File: src/common/gosm_map.vh
// Register map, field layout and code constants for the pin output source mux
`ifndef GOSM_MAP_VH
`define GOSM_MAP_VH
`define GOSM_PIN2_IDX 8'h12
`define GOSM_PIN3_IDX 8'h13
`define GOSM_PIN2_ADDR 12'h048
`define GOSM_PIN3_ADDR 12'h04C
`define GOSM_ENA_ADDR 12'h080
`define GOSM_STAT_ADDR 12'h084
`define GOSM_SEL_HI 7
`define GOSM_SEL_LO 5
`define GOSM_SRC_HI 4
`define GOSM_SRC_LO 2
`define GOSM_VAL_BIT 1
`define GOSM_EN_BIT 0
`define GOSM_CTL_RST 8'h00
`define GOSM_ENA_RST 4'hF
`define GOSM_SRC_DEV 3'h4
`define GOSM_SRC_RSV 3'h5
`define GOSM_SRC_TX0 3'h6
`define GOSM_SRC_TX1 3'h7
`endif

File: src/verilog/gosm_top.v
// APB register block and output drivers for two general-purpose pins
//
// The implementer's own choice: register access over APB.
`include "gosm_map.vh"
module gosm_top (
	// APB slave
	input wire pclk,
	input wire presetn,
	input wire psel,
	input wire penable,
	input wire pwrite,
	input wire [11:0] paddr,
	input wire [31:0] pwdata,
	output wire pready,
	output reg [31:0] prdata,
	output wire pslverr,
	// Receive port signals from other clock domains
	input wire [15:0] remote_pins,
	input wire [3:0] rx_lock,
	input wire [3:0] rx_pass,
	input wire [3:0] rx_fv,
	input wire [3:0] rx_lv,
	input wire frame_sync_pulse,
	// Transmit port signals
	input wire [1:0] tx_fv,
	input wire [1:0] tx_lv,
	input wire [1:0] tx_synced,
	input wire [1:0] tx_irq,
	input wire [7:0] tx_rx_map,
	// Pins
	output reg pin2_out,
	output reg pin2_oe,
	output reg pin3_out,
	output reg pin3_oe
);
	reg [7:0] pin2_output_control_r;
	reg [7:0] pin3_output_control_r;
	reg [3:0] rx_enabled_r;
	wire [15:0] remote_pins_s;
	wire [3:0] rx_lock_s;
	wire [3:0] rx_pass_s;
	wire [3:0] rx_fv_s;
	wire [3:0] rx_lv_s;
	wire frame_sync_s;
	wire [1:0] tx_fv_s;
	wire [1:0] tx_lv_s;
	wire [1:0] tx_synced_s;
	wire [1:0] tx_irq_s;
	wire [3:0] pin_status;
	wire pin2_level;
	wire pin3_level;
	wire hit_pin2;
	wire hit_pin3;
	wire hit_ena;
	wire hit_stat;
	wire wr;
	wire wr_pin2;
	wire wr_pin3;
	wire wr_ena;
	wire known;

	// Every selectable signal but the local level comes from another clock domain; one group
	// of synchronisers per source keeps each bit position plain to read
	genvar g;
	generate
		for (g = 0; g < 16; g = g + 1) begin : sync_remote_g
			gosm_sync3 u_sync (
				.pclk(pclk),
				.presetn(presetn),
				.async_in(remote_pins[g]),
				.sync_out(remote_pins_s[g])
			);
		end

		for (g = 0; g < 4; g = g + 1) begin : sync_lock_g
			gosm_sync3 u_sync (
				.pclk(pclk),
				.presetn(presetn),
				.async_in(rx_lock[g]),
				.sync_out(rx_lock_s[g])
			);
		end

		for (g = 0; g < 4; g = g + 1) begin : sync_pass_g
			gosm_sync3 u_sync (
				.pclk(pclk),
				.presetn(presetn),
				.async_in(rx_pass[g]),
				.sync_out(rx_pass_s[g])
			);
		end

		for (g = 0; g < 4; g = g + 1) begin : sync_fv_g
			gosm_sync3 u_sync (
				.pclk(pclk),
				.presetn(presetn),
				.async_in(rx_fv[g]),
				.sync_out(rx_fv_s[g])
			);
		end

		for (g = 0; g < 4; g = g + 1) begin : sync_lv_g
			gosm_sync3 u_sync (
				.pclk(pclk),
				.presetn(presetn),
				.async_in(rx_lv[g]),
				.sync_out(rx_lv_s[g])
			);
		end
	endgenerate

	// A frame sync pulse shorter than two clocks can be filtered out
	gosm_sync3 u_sync_fs (
		.pclk(pclk),
		.presetn(presetn),
		.async_in(frame_sync_pulse),
		.sync_out(frame_sync_s)
	);

	// Transmit port status, one synchroniser per bit
	gosm_sync3 u_sync_tx_fv0 (
		.pclk(pclk),
		.presetn(presetn),
		.async_in(tx_fv[0]),
		.sync_out(tx_fv_s[0])
	);

	gosm_sync3 u_sync_tx_fv1 (
		.pclk(pclk),
		.presetn(presetn),
		.async_in(tx_fv[1]),
		.sync_out(tx_fv_s[1])
	);

	gosm_sync3 u_sync_tx_lv0 (
		.pclk(pclk),
		.presetn(presetn),
		.async_in(tx_lv[0]),
		.sync_out(tx_lv_s[0])
	);

	gosm_sync3 u_sync_tx_lv1 (
		.pclk(pclk),
		.presetn(presetn),
		.async_in(tx_lv[1]),
		.sync_out(tx_lv_s[1])
	);

	gosm_sync3 u_sync_tx_sy0 (
		.pclk(pclk),
		.presetn(presetn),
		.async_in(tx_synced[0]),
		.sync_out(tx_synced_s[0])
	);

	gosm_sync3 u_sync_tx_sy1 (
		.pclk(pclk),
		.presetn(presetn),
		.async_in(tx_synced[1]),
		.sync_out(tx_synced_s[1])
	);

	gosm_sync3 u_sync_tx_irq0 (
		.pclk(pclk),
		.presetn(presetn),
		.async_in(tx_irq[0]),
		.sync_out(tx_irq_s[0])
	);

	gosm_sync3 u_sync_tx_irq1 (
		.pclk(pclk),
		.presetn(presetn),
		.async_in(tx_irq[1]),
		.sync_out(tx_irq_s[1])
	);

	// Zero-wait slave; unmapped addresses answer with an error
	assign pready = 1'b1;
	assign hit_pin2 = (paddr == `GOSM_PIN2_ADDR);
	assign hit_pin3 = (paddr == `GOSM_PIN3_ADDR);
	assign hit_ena = (paddr == `GOSM_ENA_ADDR);
	assign hit_stat = (paddr == `GOSM_STAT_ADDR);
	assign known = hit_pin2 || hit_pin3 || hit_ena || hit_stat;
	assign pslverr = psel && penable && !known;
	assign wr = psel && penable && pwrite;
	assign wr_pin2 = wr && hit_pin2;
	assign wr_pin3 = wr && hit_pin3;
	assign wr_ena = wr && hit_ena;
	assign pin_status = {pin3_oe, pin3_out, pin2_oe, pin2_out};

	always @(posedge pclk or negedge presetn) begin
		if (!presetn) begin
			pin2_output_control_r <= `GOSM_CTL_RST;
		end else if (wr_pin2) begin
			pin2_output_control_r <= pwdata[7:0];
		end
	end

	always @(posedge pclk or negedge presetn) begin
		if (!presetn) begin
			pin3_output_control_r <= `GOSM_CTL_RST;
		end else if (wr_pin3) begin
			pin3_output_control_r <= pwdata[7:0];
		end
	end

	// The enable set feeds only the status aggregates; it resets to all
	// ports enabled so those aggregates work before software touches it
	always @(posedge pclk or negedge presetn) begin
		if (!presetn) begin
			rx_enabled_r <= `GOSM_ENA_RST;
		end else if (wr_ena) begin
			rx_enabled_r <= pwdata[3:0];
		end
	end

	always @* begin
		prdata = 32'h00000000;
		case (paddr)
			`GOSM_PIN2_ADDR: prdata[7:0] = pin2_output_control_r;
			`GOSM_PIN3_ADDR: prdata[7:0] = pin3_output_control_r;
			`GOSM_ENA_ADDR: prdata[3:0] = rx_enabled_r;
			`GOSM_STAT_ADDR: prdata[3:0] = pin_status;
			default: prdata = 32'h00000000;
		endcase
	end

	gosm_pin_mux u_mux2 (
		.source_group(pin2_output_control_r[`GOSM_SRC_HI:`GOSM_SRC_LO]),
		.signal_select(pin2_output_control_r[`GOSM_SEL_HI:`GOSM_SEL_LO]),
		.local_level(pin2_output_control_r[`GOSM_VAL_BIT]),
		.remote_pins(remote_pins_s),
		.rx_lock(rx_lock_s),
		.rx_pass(rx_pass_s),
		.rx_fv(rx_fv_s),
		.rx_lv(rx_lv_s),
		.rx_enabled(rx_enabled_r),
		.frame_sync_pulse(frame_sync_s),
		.tx_rx_map(tx_rx_map),
		.tx_fv(tx_fv_s),
		.tx_lv(tx_lv_s),
		.tx_synced(tx_synced_s),
		.tx_irq(tx_irq_s),
		.level(pin2_level)
	);

	// The second pin uses its own local level bit, not the first pin's
	gosm_pin_mux u_mux3 (
		.source_group(pin3_output_control_r[`GOSM_SRC_HI:`GOSM_SRC_LO]),
		.signal_select(pin3_output_control_r[`GOSM_SEL_HI:`GOSM_SEL_LO]),
		.local_level(pin3_output_control_r[`GOSM_VAL_BIT]),
		.remote_pins(remote_pins_s),
		.rx_lock(rx_lock_s),
		.rx_pass(rx_pass_s),
		.rx_fv(rx_fv_s),
		.rx_lv(rx_lv_s),
		.rx_enabled(rx_enabled_r),
		.frame_sync_pulse(frame_sync_s),
		.tx_rx_map(tx_rx_map),
		.tx_fv(tx_fv_s),
		.tx_lv(tx_lv_s),
		.tx_synced(tx_synced_s),
		.tx_irq(tx_irq_s),
		.level(pin3_level)
	);

	// Pin outputs registered so the pad sees no decode glitches; a disabled
	// pin also holds its data low, so nothing stale shows when it is enabled
	always @(posedge pclk or negedge presetn) begin
		if (!presetn) begin
			pin2_out <= 1'b0;
			pin2_oe <= 1'b0;
		end else begin
			pin2_oe <= pin2_output_control_r[`GOSM_EN_BIT];
			pin2_out <= pin2_output_control_r[`GOSM_EN_BIT] & pin2_level;
		end
	end

	always @(posedge pclk or negedge presetn) begin
		if (!presetn) begin
			pin3_out <= 1'b0;
			pin3_oe <= 1'b0;
		end else begin
			pin3_oe <= pin3_output_control_r[`GOSM_EN_BIT];
			pin3_out <= pin3_output_control_r[`GOSM_EN_BIT] & pin3_level;
		end
	end
endmodule

File: src/verilog/gosm_sync3.v
// Three-stage synchroniser for one asynchronous level, with agreement filter
module gosm_sync3 (
	// Clock and reset
	input wire pclk,
	input wire presetn,
	// Level
	input wire async_in,
	output reg sync_out
);
	reg s1_r;
	reg s2_r;
	reg s3_r;

	always @(posedge pclk or negedge presetn) begin
		if (!presetn) begin
			s1_r <= 1'b0;
			s2_r <= 1'b0;
			s3_r <= 1'b0;
			sync_out <= 1'b0;
		end else begin
			s1_r <= async_in;
			s2_r <= s1_r;
			s3_r <= s2_r;
			// A change counts only once the two later stages agree
			if (s2_r == s3_r) begin
				sync_out <= s3_r;
			end
		end
	end
endmodule

File: src/verilog/gosm_pin_mux.v
// One pin's source group and signal select decode
`include "gosm_map.vh"
module gosm_pin_mux (
	// Control register fields
	input wire [2:0] source_group,
	input wire [2:0] signal_select,
	input wire local_level,
	// Receive port signals, four ports
	input wire [15:0] remote_pins,
	input wire [3:0] rx_lock,
	input wire [3:0] rx_pass,
	input wire [3:0] rx_fv,
	input wire [3:0] rx_lv,
	input wire [3:0] rx_enabled,
	input wire frame_sync_pulse,
	// Transmit port signals, two ports
	input wire [7:0] tx_rx_map,
	input wire [1:0] tx_fv,
	input wire [1:0] tx_lv,
	input wire [1:0] tx_synced,
	input wire [1:0] tx_irq,
	// Selected level
	output reg level
);
	reg [3:0] pm;
	reg [3:0] st;
	reg [1:0] rp;
	reg tp;

	always @* begin
		level = 1'b0;
		rp = source_group[1:0];
		tp = source_group[0];
		pm = tp ? tx_rx_map[7:4] : tx_rx_map[3:0];
		st = rx_pass & pm;
		if (!source_group[2]) begin
			case (signal_select)
				3'h0, 3'h1, 3'h2, 3'h3: level = remote_pins[{rp, signal_select[1:0]}];
				3'h4: level = rx_lock[rp];
				3'h5: level = rx_pass[rp];
				3'h6: level = rx_fv[rp];
				3'h7: level = rx_lv[rp];
				default: level = 1'b0;
			endcase
		end else if (source_group == `GOSM_SRC_DEV) begin
			case (signal_select)
				3'h0: level = local_level;
				3'h1: level = |(rx_lock & rx_enabled);
				3'h2: level = (rx_enabled != 4'h0) && ((rx_lock & rx_enabled) == rx_enabled);
				3'h3: level = (rx_enabled != 4'h0) && ((rx_pass & rx_enabled) == rx_enabled);
				3'h4: level = frame_sync_pulse;
				default: level = 1'b0;
			endcase
		end else if (source_group != `GOSM_SRC_RSV) begin
			case (signal_select)
				3'h0: level = (pm != 4'h0) && (st == pm);
				3'h1: level = |st;
				3'h2: level = tx_fv[tp];
				3'h3: level = tx_lv[tp];
				3'h4: level = tx_synced[tp];
				3'h5: level = tx_irq[tp];
				default: level = 1'b0;
			endcase
		end
	end
endmodule

File: config.mk
export PLATFORM = sky130hd
export DESIGN_NAME = gosm_top
export DESIGN_NICKNAME = d
export VERILOG_FILES = /design/src/verilog/gosm_top.v /design/src/verilog/gosm_sync3.v /design/src/verilog/gosm_pin_mux.v
export VERILOG_INCLUDE_DIRS = /design/src /design/src/common
export SDC_FILE = /design/constraint.sdc
export NUM_CORES = 1
export LEC_CHECK = 0
export BUFFER_PORTS_ARGS = -buffer_cell sky130_fd_sc_hd__buf_2
export CORE_ASPECT_RATIO = 2
export CORE_MARGIN = 1
export CORE_UTILIZATION = 35
export CTS_CLUSTER_SIZE = 8
export DETAILED_ROUTE_END_ITERATION = 7
export GPL_TIMING_DRIVEN = 1
export PLACE_DENSITY = 0.66
export SLEW_MARGIN = 40
export SYNTH_ARGS = -nofsm -noshare
export SYNTH_HDL_FRONTEND = slang
export SYNTH_SLANG_ARGS = --single-unit
File: constraint.sdc
create_clock -name pclk -period 2.75 [get_ports pclk]
set_input_delay 0.55 -clock pclk [delete_from_list [all_inputs] [get_ports pclk]]
set_output_delay 0.55 -clock pclk [all_outputs]
set_load 0.02 [all_outputs]
==> flow_metrics.tcl, run 1 <==
set metrics [dict create \
    status "finished, final reports clean" \
    io_buffers 86 \
    clk_pin_slew_ns 0.06 \
    routed.top_layer "met4" \
    setup_viol 0 \
    yosysMostFrequentCell "dfrtp_1" \
    layout-drive-gt1-share_pct 30.4 \
    drtIter0Drc 155 \
    maxSlewHeadroom_pct 52.1 \
    clkLatencyLatePin_ns 0.43 \
    cts_resized 0 \
    antenna_found_initial 0 \
    htree_num_levels 4 \
    p_per_area_mw_per_mm2 658 \
    rows 73 \
    final_area_mm2 0.00839 \
    core_area_mm2 0.0199 \
    yosysTopAreaCellShare_pct 64.7 \
    synthTopCellsByCount "184 x dfrtp_1, 41 x maj3_1, 25 x buf_4, 25 x mux2i_1, 17 x mux4_2" \
    vias 4000 \
    clock_sinks 188 \
    place_hpwl_um 10700 \
    tightest_slew_ns 0.718 \
    final_nets 655 \
    crit_type "input pin to primary output" \
    fin_worst_skew_ns 0.00987 \
    ant_nets 0 \
    synth_cells 457 \
    place_inst 800 \
    crit_family "simple AND/OR/NAND/NOR gates" \
    synth.distinct_cells 49 \
    setup_ws_ns 0.0599 \
    critPathCaptureType "primary output" \
    synth_area_mm2 0.00712 \
    grt_max_degree 72 \
    place_area_mm2 0.00785 \
    cts_tree "built" \
    routed_wl_um 14800 \
    cp_max_fo 9 \
    synth_edf_count 0 \
    worst_ep_required_time_ns 2.20 \
    wire_per_inst_um 17.8 \
    ys_seq_area_share_pct 66.2 \
    die-area_mm2 0.0210 \
    num-fill-cells 1884 \
    min_period_ns 2.69 \
    rsz0062_at_grt "false" \
    drt-met1-wl_um 5350 \
    vdd_ir_drop_max_v 0.000427 \
    drcViolationCount 0 \
    place_ws_ns 0.0498 \
    worst_path_most_repeated_cell "buf_2" \
    ioPinCount 136 \
    grt_usage_pct 15.7 \
    routabilityCongestion 0.872 \
    ys.flop_type "dfrtp_1" \
    grt_pass1_wl_um 23800 \
    grt_pass1_vias 4477 \
    start_util_pct 35.8 \
    die_x_um 103 \
    cts_hold_buf 0 \
    hold-worst-slack_ns 0.117 \
    routed-wl-met2_um 8350 \
    cap_violations 0 \
    worst-path-buf-inv 3 \
    total_power_mw 5.52 \
    critPathArrivalTime_ns 2.14 \
    die_h_um 204 \
    cts_buffers 17 \
    layout.cells.non_filler 832 \
    grt-ovfl-total 0 \
    multi_input_area_mm2 0.00220 \
    syn_to_final_growth_pct 17.9 \
    tns_ns 0 \
    synth.area.top_cells "dfrtp_1 65%, maj3_1 5.8%, mux4_2 5.4%, mux2i_1 3.5%, mux2_4 3.2%" \
    via_per_inst 4.81 \
    synth_area_per_cell_um2 15.6 \
    n_antenna_cell 0 \
    synth_area_leader_cell "dfrtp_1" \
    finalMaxSlewViolations 0 \
    hold_viol_final 0 \
    p_leak_nw 3.58 \
    crit_path_top_delay_cell "or4_4" \
    yosys_warnings 0 \
    cp-start-kind "input pin" \
    ys_ff_latch 188 \
    clk_path_buf_depth 2 \
    wl_met3_um 485 \
    fin_util_pct 42.1 \
    post_cts_buffers 0 \
    crit_path_max_incr_delay_ns 0.58 \
    async_flop_share_pct 100 \
    period_share_pct 97.8 \
    seqCellArea_mm2 0.00471 \
    hp-class "input pin to async pin" \
    dr.pass1.iters 4 \
    cts-root-buf "clkbuf_16" \
    path_cells "buf_2 > or4_4 > nor4_4 > buf_6 > a22oi_1 > o21ai_0 > buf_2" \
    max_freq_ghz 0.372 \
]
-- final timing paths --
path                                                           start                                      to  slack [ns]  depth (start not counted)
worst max-delay path                                        paddr[9]                               prdata[2]        0.06                          7
worst min-delay path                                         presetn      sync_lv_g[0].u_sync.s1_r$_DFF_PN0_        0.12                          1
worst max register to register  pin3_output_control_r[2]$_DFFE_PN0P_                      pin3_out$_DFF_PN0_        0.53                          5
worst min register to register  sync_lock_g[1].u_sync.s1_r$_DFF_PN0_    sync_lock_g[1].u_sync.s2_r$_DFF_PN0_        0.35                          0
max in group asynchronous                                    presetn    sync_pass_g[3].u_sync.s1_r$_DFF_PN0_        1.90                          2
min in group pclk                                     remote_pins[0]  sync_remote_g[0].u_sync.s1_r$_DFF_PN0_        0.22                          1
-- layout make-up --
cell class / count / share of cell area (%)
inverters: 7 / 0.313
clock buffers: 20 / 5.20
flip-flops and latches: 188 / 56.1
multi-input cells: 243 / 26.2
well taps: 262 / 3.91
repair buffers: 100 / 7.14
clock inverters: 12 / 1.12
-- layer usage --
layer | up-vias | track usage [%]
met2 | 142 | 28.0
li1 | 1800 | -
met3 | 34 | 3.32
met5 | - | 0
met4 | 0 | 9.26
met1 | 2024 | 16.4
-- power by group --
| part | switching [mW] | total (mW) | internal, mW | leakage (nW) |
|---|---|---|---|---|
| sequential | 0.109 | 3.03 | 2.92 | 2.23 |
| clock | 1.03 | 2.19 | 1.16 | 0.245 |
| combinational | 0.161 | 0.304 | 0.143 | 1.11 |
-- worst reg2reg max path, cell delays in order, from the launching register on --
cell,delay [ns]
dfrtp_1,0.79
mux4_2,0.35
nor2b_1,0.04
o311ai_0,0.50
o221ai_1,0.24
a41oi_1,0.22
-- layout by cell type, fill, tap and decap left out, types with 5 or more instances in the layout --
master	Yosys	final
a22o_1	5	5
buf_2	5	85
buf_4	25	8
clkbuf_16	0	17
clkinvlp_4	0	5
conb_1	2	25
dfrtp_1	184	184
inv_1	7	7
maj3_1	41	41
mux2_4	15	15
mux2i_1	25	25
mux4_2	17	17
nand2_1	8	8
nand2b_1	14	14
nand3_1	5	5
nor2_1	9	9
nor2b_1	5	5
o21ai_0	10	10
o22ai_1	10	10
-- state kept, by name, indices dropped and copies added, names as in the netlist, 8 cells and up --
register	count
pin2_output_control_r	8
pin3_output_control_r	8
sync_remote_g.u_sync.s1_r	16
sync_remote_g.u_sync.s2_r	16
sync_remote_g.u_sync.s3_r	16
sync_remote_g.u_sync.sync_out	16
-- logic make-up after synthesis --
family	count (synthesis)	share of synthesized area [%]
DFF	188	66.2
and+or+nand+nor	69	6.43
muxes	62	12.8
buffers and inverters	49	4.20
AOI/OAI and AO/OA	46	4.50
adders and majority gates	41	5.76
other	2	0.105
Note: power is estimated with default switching activity, not from simulation.
==> inputs of run 2 (changes only) <==
PLACE_DENSITY = 0.68   (was 0.66)
clock period = 2.43 ns   (was 2.75 ns; I/O delays follow)
==> run 2 against run 1 <==
The flow now finishes with violations (setup timing). Die area stayed put. Combinational power up 14%. Total power rose by 19%.
==> flow_metrics.tcl, run 2 (same netlist as run 1, synthesis figures left out) <==
set metrics [dict create \
    layout.cells.non_filler 840 \
    grt_max_degree 76 \
    cts-root-buf "clkbuf_16" \
    total_power_mw 6.56 \
    cp.depth 7 \
    min_period_ns 2.45 \
    maxSlewHeadroom_pct 51.7 \
    hp-class "input pin to async pin" \
    routed_wl_um 14700 \
    via_per_inst 4.87 \
    die-area_mm2 0.0210 \
    cap_violations 0 \
    clock_sinks 188 \
    setup_viol 4 \
    worst_path_most_repeated_cell "buf_6" \
    antenna_found_initial 2 \
    cp-start-kind "input pin" \
    grt-ovfl-total 0 \
    drtIter0Drc 166 \
    place_inst 804 \
    cp_max_fo 5 \
    place_hpwl_um 10700 \
    crit_type "input pin to primary output" \
    routed.top_layer "met5" \
    fin_util_pct 43.1 \
    place_area_mm2 0.00788 \
    p_leak_nw 3.69 \
    clkLatencyLatePin_ns 0.44 \
    worst-path-buf-inv 3 \
    wire_per_inst_um 17.5 \
    period_share_pct 101 \
    htree_num_levels 4 \
    rows 73 \
    p_sw_share_pct 23.6 \
    wl_met3_um 690 \
    syn_to_final_growth_pct 20.7 \
    final_area_mm2 0.00859 \
    start_util_pct 35.8 \
    worst_ep_required_time_ns 1.94 \
    layout_common_cells "184 x dfrtp_1, 76 x buf_2, 41 x maj3_1" \
    finalMaxSlewViolations 0 \
    vdd_ir_drop_max_v 0.000493 \
    power_frac_comb_pct 5.3 \
    hold_viol_final 0 \
    final_nets 662 \
    routed-wl-met2_um 8460 \
    layout-drive-gt1-share_pct 32.2 \
    clkPwrFrac_pct 42.4 \
    place_ws_ns -0.0803 \
    grt_pass1_wl_um 23500 \
    path_cells "buf_6 > or4_4 > nor4_4 > buf_6 > a22oi_2 > o21ai_1 > buf_4" \
    max_freq_ghz 0.409 \
    drcViolationCount 0 \
    crit_family "simple AND/OR/NAND/NOR gates" \
    crit_path_top_delay_cell "or4_4" \
    power_switching_mw 1.55 \
    worstRegToRegCells 5 \
    violations "setup timing" \
    layout_commonest_cell "dfrtp_1" \
    fin_worst_skew_ns 0.00872 \
    tns_ns -0.0488 \
    routabilityCongestion 0.921 \
    io_buffers 86 \
    grt_pass1_vias 4537 \
    hold-worst-slack_ns 0.0390 \
    clk_path_buf_depth 2 \
    vias 4087 \
    die_x_um 103 \
    cts_tree "built" \
    core_area_mm2 0.0199 \
    critPathCaptureType "primary output" \
    p_int_mw 5.02 \
    p_seq_share_pct 52.3 \
    crit_path_max_incr_delay_ns 0.58 \
    rsz0062_at_grt "true" \
    tightest_slew_ns 0.724 \
    dr.pass1.iters 5 \
    die_h_um 204 \
    p_per_area_mw_per_mm2 764 \
    ant_nets 0 \
    grt_usage_pct 15.6 \
    cts_buffers 17 \
    clk_pin_slew_ns 0.07 \
    critPathArrivalTime_ns 1.96 \
    status "complete, but fails checks" \
    setup_ws_ns -0.0166 \
    drt-met1-wl_um 5100 \
    ioPinCount 136 \
]
[run 2: changes by cell type in the layout (fill, tap and decap cells not counted), moves of 2 or more]
cell / before / now
buf_2: 85 / 76
buf_6: 3 / 12
inv_6: 1 / 9
buf_4: 8 / 15
clkinvlp_4: 5 / 1
clkbuf_1: 3 / 0
a22o_1: 5 / 3
a22o_4: 0 / 2
bufinv_16: 0 / 2
clkinv_4: 3 / 1
[run 2: final cells by class]
| cell class | instances | area, um^2 |
|---|---|---|
| Multi-Input combinational cell | 243 | 2220 |
| Tap cell | 262 | 328 |
| Timing Repair Buffer | 107 | 708 |
| Sequential cell | 188 | 4710 |
| Antenna cell | 1 | 2.50 |
| Inverter | 7 | 26.3 |
| Clock inverter | 15 | 171 |
| Clock buffer | 17 | 425 |
| Fill cell | 1856 | 11300 |
[run 2: final timing paths]
path,start,end,slack [ns]
worst min-delay path,presetn,sync_pass_g[3].u_sync.s3_r$_DFF_PN0_,0.04
min in group pclk,remote_pins[5],sync_remote_g[5].u_sync.s1_r$_DFF_PN0_,0.15
max in group asynchronous,presetn,sync_lv_g[2].u_sync.sync_out$_DFFE_PN0N_,1.65
worst max register to register,pin2_output_control_r[2]$_DFFE_PN0P_,pin2_out$_DFF_PN0_,0.36
worst min register to register,u_sync_tx_fv1.s1_r$_DFF_PN0_,u_sync_tx_fv1.s2_r$_DFF_PN0_,0.35
worst max-delay path,paddr[0],prdata[2],-0.02
[run 2: power groups by stage]
stage	registers, mW	logic, mW	clock network [mW]
final	3.43	0.348	2.79
after global routing	3.45	0.386	3.02
after CTS	3.43	0.353	2.87
after detailed placement	3.49	0.351	0
after global placement	3.48	0.331	0
after floorplan	3.43	0.213	0
[run 2: what timing repair did]
action / 4_1_cts / 5_1_grt
gates cloned: 1 / 0
buffers inserted: 1 / 1
resized for setup: 17 / 6
pin swaps: 5 / 3
setup endpoints to repair: 8 / 7
hold buffers: 0 / 0
[run 2: layer usage]
| metal | up-vias | global-route usage [%] |
|---|---|---|
| met1 | 2079 | 15.9 |
| met4 | 2 | 9.61 |
| li1 | 1814 | - |
| met3 | 35 | 3.60 |
| met2 | 157 | 27.8 |
| met5 | - | 0 |
[run 2: worst reg2reg max path: stages (launching register included)]
cell	delay, ns
dfrtp_1	0.77
mux4_2	0.59
mux2i_1	0.21
o21ai_0	0.12
o221ai_1	0.21
a31oi_1	0.06
